`config.mk`:
```
export PLATFORM = sky130hd
export DESIGN_NAME = dbs_bridge
export DESIGN_NICKNAME = d
export VERILOG_FILES = /design/src/core/dbs_pkg.sv /design/src/core/dbs_bridge.sv
export SDC_FILE = /design/constraint.sdc
export NUM_CORES = 1
export LEC_CHECK = 0
export BUFFER_PORTS_ARGS = -buffer_cell sky130_fd_sc_hd__buf_2
export CORE_MARGIN = 5
export CORE_UTILIZATION = 55
export CTS_BUF_LIST = sky130_fd_sc_hd__clkbuf_4
export DETAILED_ROUTE_END_ITERATION = 8
export GPL_TIMING_DRIVEN = 0
export PLACE_DENSITY_LB_ADDON = 0.3
export SYNTH_ARGS = -nofsm -noshare
export SYNTH_HDL_FRONTEND = slang
export SYNTH_SLANG_ARGS = --single-unit
export TNS_END_PERCENT = 30
```
`constraint.sdc`:
```
create_clock -name core_clk_i -period 6.8 [get_ports core_clk_i]
set_input_delay 1.36 -clock core_clk_i [delete_from_list [all_inputs] [get_ports core_clk_i]]
set_output_delay 1.36 -clock core_clk_i [all_outputs]
set_load 0.01 [all_outputs]
```
`src/core/dbs_pkg.sv`:
```
// Constants shared by the dynamic bus sizing bridge
package dbs_pkg;
  // Transfer size codes on the size pins and on the core request
  localparam logic [1:0] SIZE_BYTE  = 2'b01;
  localparam logic [1:0] SIZE_WORD  = 2'b10;
  localparam logic [1:0] SIZE_THREE = 2'b11;
  localparam logic [1:0] SIZE_LONG  = 2'b00;
  // Synchronised acknowledge pair {wide_n, narrow_n}, active low pins
  localparam logic [1:0] ACK_WAIT   = 2'b11;
  localparam logic [1:0] ACK_NARROW = 2'b10;
  localparam logic [1:0] ACK_WIDE   = 2'b01;
  localparam logic [1:0] ACK_BOTH   = 2'b00;
  // Byte counts
  localparam logic [2:0] BYTES_ONE   = 3'h1;
  localparam logic [2:0] BYTES_TWO   = 3'h2;
  localparam logic [2:0] BYTES_THREE = 3'h3;
  localparam logic [2:0] BYTES_FOUR  = 3'h4;
  localparam logic [2:0] BYTES_NONE  = 3'h0;
  // Widths and reset values
  localparam int          DATA_LINES_W = 16;
  localparam int          OPERAND_W    = 32;
  localparam int          FIFO_DEPTH   = 8;
  localparam logic [31:0] ADDR_RESET   = 32'h0000_0000;
  localparam logic [31:0] DATA_RESET   = 32'h0000_0000;
  localparam logic [15:0] LINES_RESET  = 16'h0000;
  localparam logic        RW_READ      = 1'b1;
  localparam logic        RW_WRITE     = 1'b0;
  typedef enum logic [1:0] {ST_IDLE, ST_RUN, ST_GAP, ST_PUSH} dbs_state_type;
endpackage

```
`src/core/dbs_bridge.sv`:
```
// Dynamic bus sizing master: read data FIFO and the bus cycle engine
// Behaviour
// - Both acknowledges negated: hold the cycle open, add wait states.
// - Narrow acknowledge alone ends the cycle as an 8-bit port.
// - Wide acknowledge alone ends the cycle as a 16-bit port.
// - Both acknowledges together end the cycle as a 16-bit port.
// - Long word takes two cycles on 16-bit port, four on 8-bit.
// - Move maximum data per cycle; assume 16-bit port at cycle start.
// - Operand bytes numbered from most significant, byte 0 first.
// - Size pins show bytes still remaining, not bytes moved.
// - Address gives word base plus byte offset; offset steers lanes.
// - No misaligned cycles; three-byte code only mid long-word on 8-bit.
// - Odd word or long request raises address error, runs no cycle.
// - Byte read at even address taken from lines 15..8.
// - Byte write drives the byte on both halves of data lines.
// - Odd byte on 16-bit port uses lines 7..0.
// - Word to 8-bit port: word code first, then byte at odd address.
// - At most one aligned word per cycle; high word before low word.
// - Size codes: 01 byte, 10 word, 11 three bytes, 00 long.
// - Read data latched at the final edge of the bus cycle.
`timescale 1ns/100ps

module dbs_fifo #(
  parameter int WIDTH = 32,
  parameter int DEPTH = 8
) (
  input  wire logic             core_clk_i,
  input  wire logic             rst_i,
  input  wire logic             in_valid_i,
  output logic                  in_ready_o,
  input  wire logic [WIDTH-1:0] in_data_i,
  output logic                  out_valid_o,
  input  wire logic             out_ready_i,
  output logic      [WIDTH-1:0] out_data_o
);
  localparam int PW = $clog2(DEPTH);
  logic [WIDTH-1:0] mem_q [DEPTH];
  logic [PW-1:0]    wr_ptr_q;
  logic [PW-1:0]    wr_ptr_d;
  logic [PW-1:0]    rd_ptr_q;
  logic [PW-1:0]    rd_ptr_d;
  logic [PW:0]      count_q;
  logic [PW:0]      count_d;
  logic             push;
  logic             pop;

  assign in_ready_o  = (count_q != DEPTH[PW:0]);
  assign out_valid_o = (count_q != '0);
  assign out_data_o  = mem_q[rd_ptr_q];
  assign push        = in_valid_i && in_ready_o;
  assign pop         = out_valid_o && out_ready_i;

  always_comb
  begin
    wr_ptr_d = push ? wr_ptr_q + 1'b1 : wr_ptr_q;
    rd_ptr_d = pop ? rd_ptr_q + 1'b1 : rd_ptr_q;
    count_d  = count_q;
    if (push && !pop)
      count_d = count_q + 1'b1;
    else if (pop && !push)
      count_d = count_q - 1'b1;
  end

  always_ff @(posedge core_clk_i or posedge rst_i)
  begin
    if (rst_i)
    begin
      wr_ptr_q <= '0;
      rd_ptr_q <= '0;
      count_q  <= '0;
    end
    else
    begin
      wr_ptr_q <= wr_ptr_d;
      rd_ptr_q <= rd_ptr_d;
      count_q  <= count_d;
    end
  end

  // Storage needs no reset
  always_ff @(posedge core_clk_i)
  begin
    if (push)
      mem_q[wr_ptr_q] <= in_data_i;
  end
endmodule

module dbs_bridge (
  input  wire logic                           core_clk_i,
  input  wire logic                           rst_i,
  input  wire logic                           req_valid_i,
  output logic                                req_ready_o,
  input  wire logic                           req_read_i,
  input  wire logic [1:0]                     req_size_i,
  input  wire logic [31:0]                    req_addr_i,
  input  wire logic [dbs_pkg::OPERAND_W-1:0]  req_wdata_i,
  output logic                                wr_done_o,
  output logic                                addr_error_o,
  output logic                                rd_valid_o,
  input  wire logic                           rd_ready_i,
  output logic      [dbs_pkg::OPERAND_W-1:0]  rd_data_o,
  output logic      [31:0]                    bus_addr_o,
  output logic                                transfer_size_code_high_o,
  output logic                                transfer_size_code_low_o,
  output logic                                bus_read_o,
  output logic                                bus_cycle_active_o,
  output logic      [dbs_pkg::DATA_LINES_W-1:0] data_lines_o,
  output logic                                data_lines_oe_n_o,
  input  wire logic [dbs_pkg::DATA_LINES_W-1:0] data_lines_i,
  input  wire logic                           wide_port_acknowledge_n_i,
  input  wire logic                           narrow_port_acknowledge_n_i
);
  import dbs_pkg::*;

  function automatic logic [2:0] op_bytes(input logic [1:0] size);
    case (size)
      SIZE_BYTE:  op_bytes = BYTES_ONE;
      SIZE_WORD:  op_bytes = BYTES_TWO;
      SIZE_THREE: op_bytes = BYTES_THREE;
      default:    op_bytes = BYTES_FOUR;
    endcase
  endfunction

  // Left-justify so that byte 0 sits in bits 31..24
  function automatic logic [31:0] left_just(input logic [31:0] d, input logic [1:0] size);
    case (size)
      SIZE_BYTE: left_just = {d[7:0], 24'h000000};
      SIZE_WORD: left_just = {d[15:0], 16'h0000};
      default:   left_just = d;
    endcase
  endfunction

  dbs_state_type    state_q;
  dbs_state_type    state_d;
  logic [1:0]       ack_s1_q;
  logic [1:0]       ack_s2_q;
  logic [15:0]      dat_s1_q;
  logic [15:0]      dat_s2_q;
  logic [31:0]      addr_q;
  logic [31:0]      addr_d;
  logic [2:0]       remain_q;
  logic [2:0]       remain_d;
  logic [31:0]      oper_q;
  logic [31:0]      oper_d;
  logic [31:0]      acc_q;
  logic [31:0]      acc_d;
  logic             rw_q;
  logic             rw_d;
  logic             wr_done_d;
  logic             aerr_d;
  logic [15:0]      dout_d;
  logic [2:0]       moved;
  logic [7:0]       rd_byte;
  logic             fifo_in_ready;
  logic             fifo_out_valid;
  logic [31:0]      fifo_out_data;
  logic             fifo_pop;
  logic             rd_valid_d;
  logic [31:0]      rd_data_d;

  // Two-stage synchronisers for pins
  always_ff @(posedge core_clk_i or posedge rst_i)
  begin
    if (rst_i)
    begin
      ack_s1_q <= ACK_WAIT;
      ack_s2_q <= ACK_WAIT;
      dat_s1_q <= LINES_RESET;
      dat_s2_q <= LINES_RESET;
    end
    else
    begin
      ack_s1_q <= {wide_port_acknowledge_n_i, narrow_port_acknowledge_n_i};
      ack_s2_q <= ack_s1_q;
      dat_s1_q <= data_lines_i;
      dat_s2_q <= dat_s1_q;
    end
  end

  always_comb
  begin
    state_d   = state_q;
    addr_d    = addr_q;
    remain_d  = remain_q;
    oper_d    = oper_q;
    acc_d     = acc_q;
    rw_d      = rw_q;
    wr_done_d = 1'b0;
    aerr_d    = 1'b0;
    moved     = BYTES_NONE;
    rd_byte   = dat_s2_q[15:8];
    case (state_q)
      ST_IDLE:
      begin
        if (req_valid_i && req_ready_o)
        begin
          // Odd word or long, or a lone three-byte size, runs no cycle
          if ((req_size_i != SIZE_BYTE && req_addr_i[0]) || req_size_i == SIZE_THREE)
            aerr_d = 1'b1;
          else
          begin
            addr_d   = req_addr_i;
            remain_d = op_bytes(req_size_i);
            oper_d   = left_just(req_wdata_i, req_size_i);
            rw_d     = req_read_i;
            acc_d    = DATA_RESET;
            state_d  = ST_RUN;
          end
        end
      end
      ST_RUN:
      begin
        if (ack_s2_q != ACK_WAIT)
        begin
          // Narrow alone means 8-bit; wide alone or both means 16-bit
          if (ack_s2_q == ACK_NARROW || remain_q == BYTES_ONE || addr_q[0])
            moved = BYTES_ONE;
          else
            moved = BYTES_TWO;
          if (ack_s2_q != ACK_NARROW && addr_q[0])
            rd_byte = dat_s2_q[7:0];
          if (rw_q == RW_READ)
            acc_d = (moved == BYTES_TWO) ? {acc_q[15:0], dat_s2_q} : {acc_q[23:0], rd_byte};
          oper_d   = oper_q << {moved, 3'b000};
          addr_d   = addr_q + {29'h0, moved};
          remain_d = remain_q - moved;
          state_d  = ST_GAP;
        end
      end
      ST_GAP:
      begin
        // Wait for the slave to release before the next cycle
        if (ack_s2_q == ACK_WAIT)
        begin
          if (remain_q != BYTES_NONE)
            state_d = ST_RUN;
          else if (rw_q == RW_READ)
            state_d = ST_PUSH;
          else
          begin
            wr_done_d = 1'b1;
            state_d   = ST_IDLE;
          end
        end
      end
      ST_PUSH:
      begin
        if (fifo_in_ready)
          state_d = ST_IDLE;
      end
      default:
        state_d = ST_IDLE;
    endcase
    // Byte writes go on both halves since the port width is unknown
    if (remain_d == BYTES_ONE)
      dout_d = {oper_d[31:24], oper_d[31:24]};
    else
      dout_d = oper_d[31:16];
  end

  always_ff @(posedge core_clk_i or posedge rst_i)
  begin
    if (rst_i)
    begin
      state_q                   <= ST_IDLE;
      addr_q                    <= ADDR_RESET;
      remain_q                  <= BYTES_NONE;
      oper_q                    <= DATA_RESET;
      acc_q                     <= DATA_RESET;
      rw_q                      <= RW_READ;
      req_ready_o               <= 1'b0;
      wr_done_o                 <= 1'b0;
      addr_error_o              <= 1'b0;
      bus_addr_o                <= ADDR_RESET;
      transfer_size_code_high_o <= 1'b0;
      transfer_size_code_low_o  <= 1'b0;
      bus_read_o                <= RW_READ;
      bus_cycle_active_o        <= 1'b0;
      data_lines_o              <= LINES_RESET;
      data_lines_oe_n_o         <= 1'b1;
    end
    else
    begin
      state_q                   <= state_d;
      addr_q                    <= addr_d;
      remain_q                  <= remain_d;
      oper_q                    <= oper_d;
      acc_q                     <= acc_d;
      rw_q                      <= rw_d;
      req_ready_o               <= (state_d == ST_IDLE) && !(req_valid_i && req_ready_o);
      wr_done_o                 <= wr_done_d;
      addr_error_o              <= aerr_d;
      bus_addr_o                <= addr_d;
      transfer_size_code_high_o <= remain_d[1];
      transfer_size_code_low_o  <= remain_d[0];
      bus_read_o                <= rw_d;
      bus_cycle_active_o        <= (state_d == ST_RUN);
      data_lines_o              <= (rw_d == RW_WRITE) ? dout_d : LINES_RESET;
      data_lines_oe_n_o         <= !((state_d == ST_RUN) && (rw_d == RW_WRITE));
    end
  end

  dbs_fifo #(
    .WIDTH(OPERAND_W),
    .DEPTH(FIFO_DEPTH)
  ) u_rd_fifo (
    .core_clk_i (core_clk_i),
    .rst_i      (rst_i),
    .in_valid_i (state_q == ST_PUSH),
    .in_ready_o (fifo_in_ready),
    .in_data_i  (acc_q),
    .out_valid_o(fifo_out_valid),
    .out_ready_i(fifo_pop),
    .out_data_o (fifo_out_data)
  );

  // Registered output stage behind the FIFO
  assign fifo_pop = !rd_valid_o || rd_ready_i;

  always_comb
  begin
    rd_valid_d = rd_valid_o;
    rd_data_d  = rd_data_o;
    if (fifo_pop)
    begin
      rd_valid_d = fifo_out_valid;
      rd_data_d  = fifo_out_data;
    end
  end

  always_ff @(posedge core_clk_i or posedge rst_i)
  begin
    if (rst_i)
    begin
      rd_valid_o <= 1'b0;
      rd_data_o  <= DATA_RESET;
    end
    else
    begin
      rd_valid_o <= rd_valid_d;
      rd_data_o  <= rd_data_d;
    end
  end
endmodule

```
Yosys cells after proc, flatten, opt, wreduce, memory -nomap -nowiden

Memories as Yosys holds them, arrays and structs flattened. A register that Yosys moved wholly into a read port is not among the register bits.
Cells that the tools add are included.

Add/sub/neg operators: 6
Equality and inequality tests: 20
Shift-type cells: 1
Multiplexer cells: 48
Bitwise operators: 1
Reductions and logical operators: 26

Operators with widths:

| operator                                                        | count |
|---|---|
| 32-bit two-way mux                                              | 11 |
| 32-bit one-hot mux with 2 select lines                          | 4 |
| 32-bit by 3-bit adder with 32-bit output                        | 1 |
| 32-bit by 6-bit << shifter with 32-bit output                   | 1 |
| 16-bit two-way mux                                              | 1 |
| 2-bit two-way mux                                               | 8 |
| 8-bit two-way mux                                               | 2 |
| 3-bit two-way mux                                               | 5 |
| 2-bit == test, second input constant                            | 6 |
| 1-bit two-way mux                                               | 12 |
| 2-bit inequality test, second input constant                    | 6 |
| 1-bit logical AND                                               | 9 |
| 3-bit one-hot mux with 3 select lines                           | 1 |
| 4-bit two-way mux                                               | 2 |
| 2-bit one-hot mux with 4 select lines                           | 1 |
| 3-bit by 1-bit adder with 3-bit output, second input constant   | 2 |
| 2-bit by 1-bit == test with 1-bit output, second input constant | 3 |
| 3-bit by 1-bit == test with 1-bit output, second input constant | 2 |
| 3-bit one-hot mux with 2 select lines                           | 1 |
| 1-bit logical NOT                                               | 5 |
| 5-bit AND reduction                                             | 1 |
| 4-bit by 1-bit adder with 4-bit output, second input constant   | 1 |
| 2-bit logical NOT                                               | 2 |
| 1-bit logical OR                                                | 4 |
| other kinds (10)                                                | 11 |

Register bits: 172
RAM bits: 256
Input port bits: 89
Output and inout bits: 89
Logic and storage cells: 126
Memories: 1

Memory list:

| memory          | depth | bits a word | rd ports | clocked after memory_dff | write ports | RTL line         | source |
|---|---|---|---|---|---|---|---|
| u_rd_fifo.mem_q | 8     | 32          | 1        | 1                        | 1           | dbs_bridge.sv:37 | `logic [WIDTH-1:0] mem_q [DEPTH];` |

Depth between registers and ports, before layout

Word-level depth: 12
Depth in mapped cells: 15
Mapped depth without buffers: 11

Modules after synthesis

From an unflattened synthesis, not the netlist that was laid out.

Cell total of the unflattened synthesis: 1,273
Area total of the unflattened synthesis: 19,229.7 um^2

By module, submodules not included:

| module     | instances | cells an instance | area each (um^2) | sequential area each (um^2) |
|---|---|---|---|---|
| dbs_fifo   | 1         | 433               | 10,357.4         | 7,937.6 |
| dbs_bridge | 1         | 840               | 8,872.3          | 4,812.1 |

Least setup slack after synthesis

OpenSTA, ideal clock, no wires.

Path kind: reg2reg
Start: reg state_q[1]
End: mem u_rd_fifo.mem_q[0][0] (enable)
Library setup time: 0.461 ns
Arrival: 3.486 ns
Required time: 6.339 ns
Setup slack: 2.853 ns
Stages on the path, launching flop included: 6
Buffers on the path: 1
Clock period less this slack: 3.947 ns
Cells stage by stage: dfrtp_1 -> clkbuf_1 -> nand2_1 -> a21oi_1 -> nand2b_1 -> nor3_1

Word-level cells in the longest chain between the ends: 4

RTL lines:

| element                                 | RTL line          | source |
|---|---|---|
| from (decl)                             | dbs_bridge.sv:133 | `dbs_state_type state_q;` |
| from (signal assigned)                  | dbs_bridge.sv:284 | `state_q <= state_d;` |
| 2-bit == test                           | dbs_bridge.sv:309 | `.in_valid_i (state_q == ST_PUSH),` |
| 1-bit logical AND                       | dbs_bridge.sv:50  | `assign push = in_valid_i && in_ready_o;` |
| via u_rd_fifo.push                      | dbs_bridge.sv:44  | `logic push;` |
| 1-bit two-way mux                       | dbs_bridge.sv:83  | `if (push)` |
| 1-bit two-way mux (not written as such) | dbs_bridge.sv:84  | `mem_q[wr_ptr_q] <= in_data_i;` |
| to (decl)                               | dbs_bridge.sv:37  |  |

The timed path passes the listed nets, and every way through them passes these cells.

Worst setup path after layout

Start: reg remain_q[1]
End: reg addr_q[21]

Word-level cells in the longest chain between the ends: 9

RTL lines:

| element                                  | RTL line          | source |
|---|---|---|
| from (decl)                              | dbs_bridge.sv:141 | `logic [2:0] remain_q;` |
| from (signal assigned)                   | dbs_bridge.sv:286 | `remain_q <= remain_d;` |
| 3-bit by 1-bit == test with 1-bit output | dbs_bridge.sv:216 | `if (ack_s2_q == ACK_NARROW \|\| remain_q == BYTES_ONE \|\| addr_q[0])` |
| 1-bit logical OR (2 in a row)            | dbs_bridge.sv:216 |  |
| 2-bit two-way mux                        | dbs_bridge.sv:216 |  |
| 3-bit two-way mux                        | dbs_bridge.sv:213 | `if (ack_s2_q != ACK_WAIT)` |
| 3-bit two-way mux                        | dbs_bridge.sv:192 | `case (state_q)` |
| 32-bit by 3-bit adder with 32-bit output | dbs_bridge.sv:225 | `addr_d = addr_q + {29'h0, moved};` |
| 32-bit two-way mux                       | dbs_bridge.sv:213 |  |
| 32-bit one-hot mux with 2 select lines   | dbs_bridge.sv:192 |  |
| to (signal assigned)                     | dbs_bridge.sv:285 | `addr_q <= addr_d;` |
| to (decl)                                | dbs_bridge.sv:139 | `logic [31:0] addr_q;` |

Every way passes these cells. The select of a mux whose other input is x is not followed.
A chain may end at the register's enable or synchronous reset.

==> results.sh <==
export IMPL_holdPathStages=0
export IMPL_die_x_um=194
export IMPL_post_synth_cell_area_avg_um2=14.7
export IMPL_power_static_leakage_nw=8.88
export IMPL_cellPowerDensity_mw_per_mm2=416
export IMPL_post_cts_buffers=0
export IMPL_post_synth_edffs=256
export IMPL_swShare=0.350
export IMPL_timing_final_hold_violations=0
export IMPL_first_pass_iters=5
export IMPL_maxCapViolations=0
export IMPL_run_status="finished, final reports clean"
export IMPL_ctsResizeCount=0
export IMPL_dr_first_iter_drc_count=871
export IMPL_final_setup_skew_ns=0.0576
export IMPL_cts_max_level=3
export IMPL_groute_usage_overall=0.240
export IMPL_gpl_final_weighted_congestion=0.902
export IMPL_synth_yosys_warnings=0
export IMPL_netlist_top_cell_by_area="edfxtp_1"
export IMPL_grt_remaining_overflow=0
export IMPL_detailroute_via_count=12246
export IMPL_criticalPathCategory="reg2reg"
export IMPL_finish_cell_count_without_fillers=2126
export IMPL_hp_start="dat_s1_q[11]"
export IMPL_critical_path_peak_fanout=10
export IMPL_seq_power_share=0.431
export IMPL_worst_r2r_setup_slack_ns=2.72
export IMPL_place_hpwl_mm=30.5
export IMPL_minimum_period_implied_by_the_final_worst_setup_slack_ns=4.08
export IMPL_pre_cts_ws_ns=2.77
export IMPL_postSynthCellCount=1265
export IMPL_final_fill_count=2432
export IMPL_drive_gt1_frac=0.299
export IMPL_worstPathRequired_ns=7.49
export IMPL_share_of_total_power_in_the_clock_network=0.256
export IMPL_tns_ns=0
export IMPL_clkSinkCount=458
export IMPL_cts_root_buf="clkbuf_4"
export IMPL_max_slew_margin_vs_limit=0.266
export IMPL_netlist_cell_types=69
export IMPL_rows=67
export IMPL_die_y_um=194
export IMPL_cellInternalPower_mw=5.94
export IMPL_place_port_buffers=177
export IMPL_slew_viol_final=0
export IMPL_placeableCoreArea_mm2=0.0334
export IMPL_starting_utilization_of_the_core_area=0.556
export IMPL_placed_area_mm2=0.0204
export IMPL_post_synthesis_to_final_layout_area_growth_pct=18.0
export IMPL_synth_ff_latch_count=458
export IMPL_grt_pass1_wl_mm=71.3
export IMPL_cp_start_kind="flop"
export IMPL_total_instance_count_after_detailed_placement=1908
export IMPL_fp_dieArea_mm2=0.0376
export IMPL_clk_transition_reported_paths_ns=0.07
export IMPL_worst_hold_path_endpoint="dat_s2_q[11]"
export IMPL_hold_path_class="reg2reg"
export IMPL_wl_per_cell_um=21.1
export IMPL_vias_per_cell=5.76
export IMPL_multi_input_area_mm2=0.00550
export IMPL_synth_area_top_cells="edfxtp_1, dfrtp_1, mux4_2"
export IMPL_drc=0
export IMPL_endpoint_kind="flop"
export IMPL_mappedNetlistNets=1367
export IMPL_clock_insertion_delay_worst_skew_ns=0.77
export IMPL_sequential_element_share_of_the_synthesized_area=0.685
export IMPL_postLayoutCoreUtil=0.657
export IMPL_synth_cell_area_mm2=0.0186
export IMPL_postLayoutSetupSlackWorst_ns=2.72
export IMPL_final_setup_viol_count=0
export IMPL_holdBufCountCts=0
export IMPL_cts_inserted_buffers=113
export IMPL_period_share=0.599
export IMPL_tritoncts="built"
export IMPL_timing_reg2reg_worst_path_depth=13
export IMPL_io_pin_count=178
export IMPL_tightestPinTransition_ns=1.10
export IMPL_switching_power_mw=3.20
export IMPL_cts_path_max_buffers=3
export IMPL_pwr_share_comb=0.313
export IMPL_critical_path_arrival_ns=4.77
export IMPL_r2r_start="remain_q[1]"
export IMPL_synth_main_ff_cell="edfxtp_1"
export IMPL_grt_setup_unrepaired="false"
export IMPL_number_of_global_route_vias_before_repair=12907
export IMPL_final_antenna_net_count=0
export IMPL_maximum_clock_rate_mhz=245
export IMPL_worst_r2r_endpoint="addr_q[21]"
export IMPL_fraction_of_registers_with_async_set_reset=0.441
export IMPL_routed_wl_mm=44.8
export IMPL_number_of_antenna_violations_at_the_first_check_in_global_routing=11
export IMPL_netlist_area_leader_share=0.413
export IMPL_fin_nets=1677
export IMPL_post_route_cell_area_mm2=0.0220
export IMPL_ir_worst_vdd_mv=0.262
export IMPL_pin_count_of_the_biggest_net_entering_global_routing=42
export IMPL_layout_area_seq_mm2=0.0127
[state kept, by name (all words and copies together), names as in the netlist]
signal              count
acc_q                  32
rd_valid_o              1
data_lines_o           16
state_q                 2
rd_data_o              32
bus_cycle_active_o      1
oper_q                 32
addr_error_o            1
u_rd_fifo.count_q       4
dat_s1_q               16
u_rd_fifo.mem_q       256
u_rd_fifo.wr_ptr_q      3
data_lines_oe_n_o       1
ack_s1_q                2
remain_q                3
dat_s2_q               16
addr_q                 32
ack_s2_q                2
req_ready_o             1
rw_q                    1
wr_done_o               1
u_rd_fifo.rd_ptr_q      3
[critical path, cell delays in order, from the launching register on]
cell      delay (ns)
dfrtp_1         0.47
nor3b_1         0.32
or3_1           0.15
clkbuf_1        0.21
clkinv_1        0.23
buf_1           0.39
ha_1            0.44
a21o_1          0.16
or2b_2          0.31
buf_6           0.15
or4_2           0.67
o21ai_0         0.23
a21oi_1         0.11
a21oi_1         0.15
[how the worst max path moves through the flow]
stage          slack (ns)                      to  cells past startpoint          start
3_5_place_dp         2.77         data_lines_o[7]                      7  req_size_i[0]
4_1_cts              2.73              addr_q[21]                     13    remain_q[1]
3_3_place_gp         0.43  u_rd_fifo.mem_q[0][11]                      5     state_q[1]
2_1_floorplan        2.83                acc_q[0]                      1          rst_i
6_report             2.72              addr_q[21]                     13    remain_q[1]
5_1_grt              2.47         data_lines_o[6]                     14    remain_q[1]
[through the flow]
step / hold slack (ns) / total power, mW
3_5_place_dp: 0.336 / 6.86
4_1_cts: 0.340 / 9.21
3_3_place_gp: 0.332 / 6.75
2_1_floorplan: 0.331 / 5.79
5_1_grt: 0.352 / 9.73
6_report: 0.337 / 9.14
[final cells by class]
class,instances,area share
inverters,25,0.00444
multi-input cells,705,0.250
flip-flops and latches,458,0.580
clock buffers,182,0.0622
plain buffers,77,0.0146
diodes,4,0.000456
repair buffers,195,0.0541
clock inverters,32,0.00763
well taps,448,0.0255
[per-layer routing]
metal | vias to the layer above | GRT usage | share of wire
li1 | 5550 | - | -
met2 | 518 | 0.393 | 0.49
met1 | 6060 | 0.307 | 0.40
met3 | 102 | 0.0791 | 0.087
met5 | - | 0 | 0.0018
met4 | 16 | 0.0807 | 0.024
[Yosys cell counts, drive strengths merged (7+ instances only)]
| cell | count |
|---|---|
| a211oi | 8 |
| a21oi | 60 |
| a221oi | 7 |
| a22o | 8 |
| a22oi | 13 |
| buf | 20 |
| clkbuf | 57 |
| dfrtp | 196 |
| edfxtp | 256 |
| ha | 11 |
| inv | 24 |
| mux2i | 78 |
| mux4 | 64 |
| nand2 | 125 |
| nand2b | 7 |
| nand3 | 22 |
| nor2 | 64 |
| nor3 | 21 |
| nor4 | 8 |
| o21ai | 76 |
| o22ai | 12 |
| o31ai | 30 |
[layout by cell type, fill, tap and decap left out, types with 7 or more instances in the layout]
cell type	count
ha_1	11
nor4_1	8
clkinv_1	24
clkbuf_4	182
edfxtp_1	256
nor3_1	18
o22ai_1	12
buf_1	7
a22o_1	8
buf_12	11
buf_6	7
a21oi_1	60
nor2_1	58
buf_2	189
nand3_1	21
mux4_2	64
a211oi_1	7
a22oi_1	13
nand2b_1	7
o21ai_0	76
clkbuf_1	56
nand2_1	125
mux2i_1	78
o31ai_1	30
inv_1	22
dfrtp_1	196
a221oi_1	7
[power groups by stage]
stage               Sequential [mW]  Clock (mW)  Combinational [mW]
global placement               3.97           0                2.78
floorplan                      3.97           0                1.83
finish                         3.94        2.34                2.86
CTS                            3.93        2.39                2.89
detailed placement             3.98           0                2.88
global route                   4.00        2.57                3.16
[cell families after synthesis]
logic type / share of synthesized area
multiplexers: 0.123
buffers and inverters: 0.0223
AND/OR/NAND/NOR: 0.0672
AO/OA/AOI/OAI: 0.0884
adder cells (fa/ha/maj): 0.00955
XOR/XNOR: 0.00424
flip-flops: 0.685
Note: power is estimated with default switching activity, not from simulation.
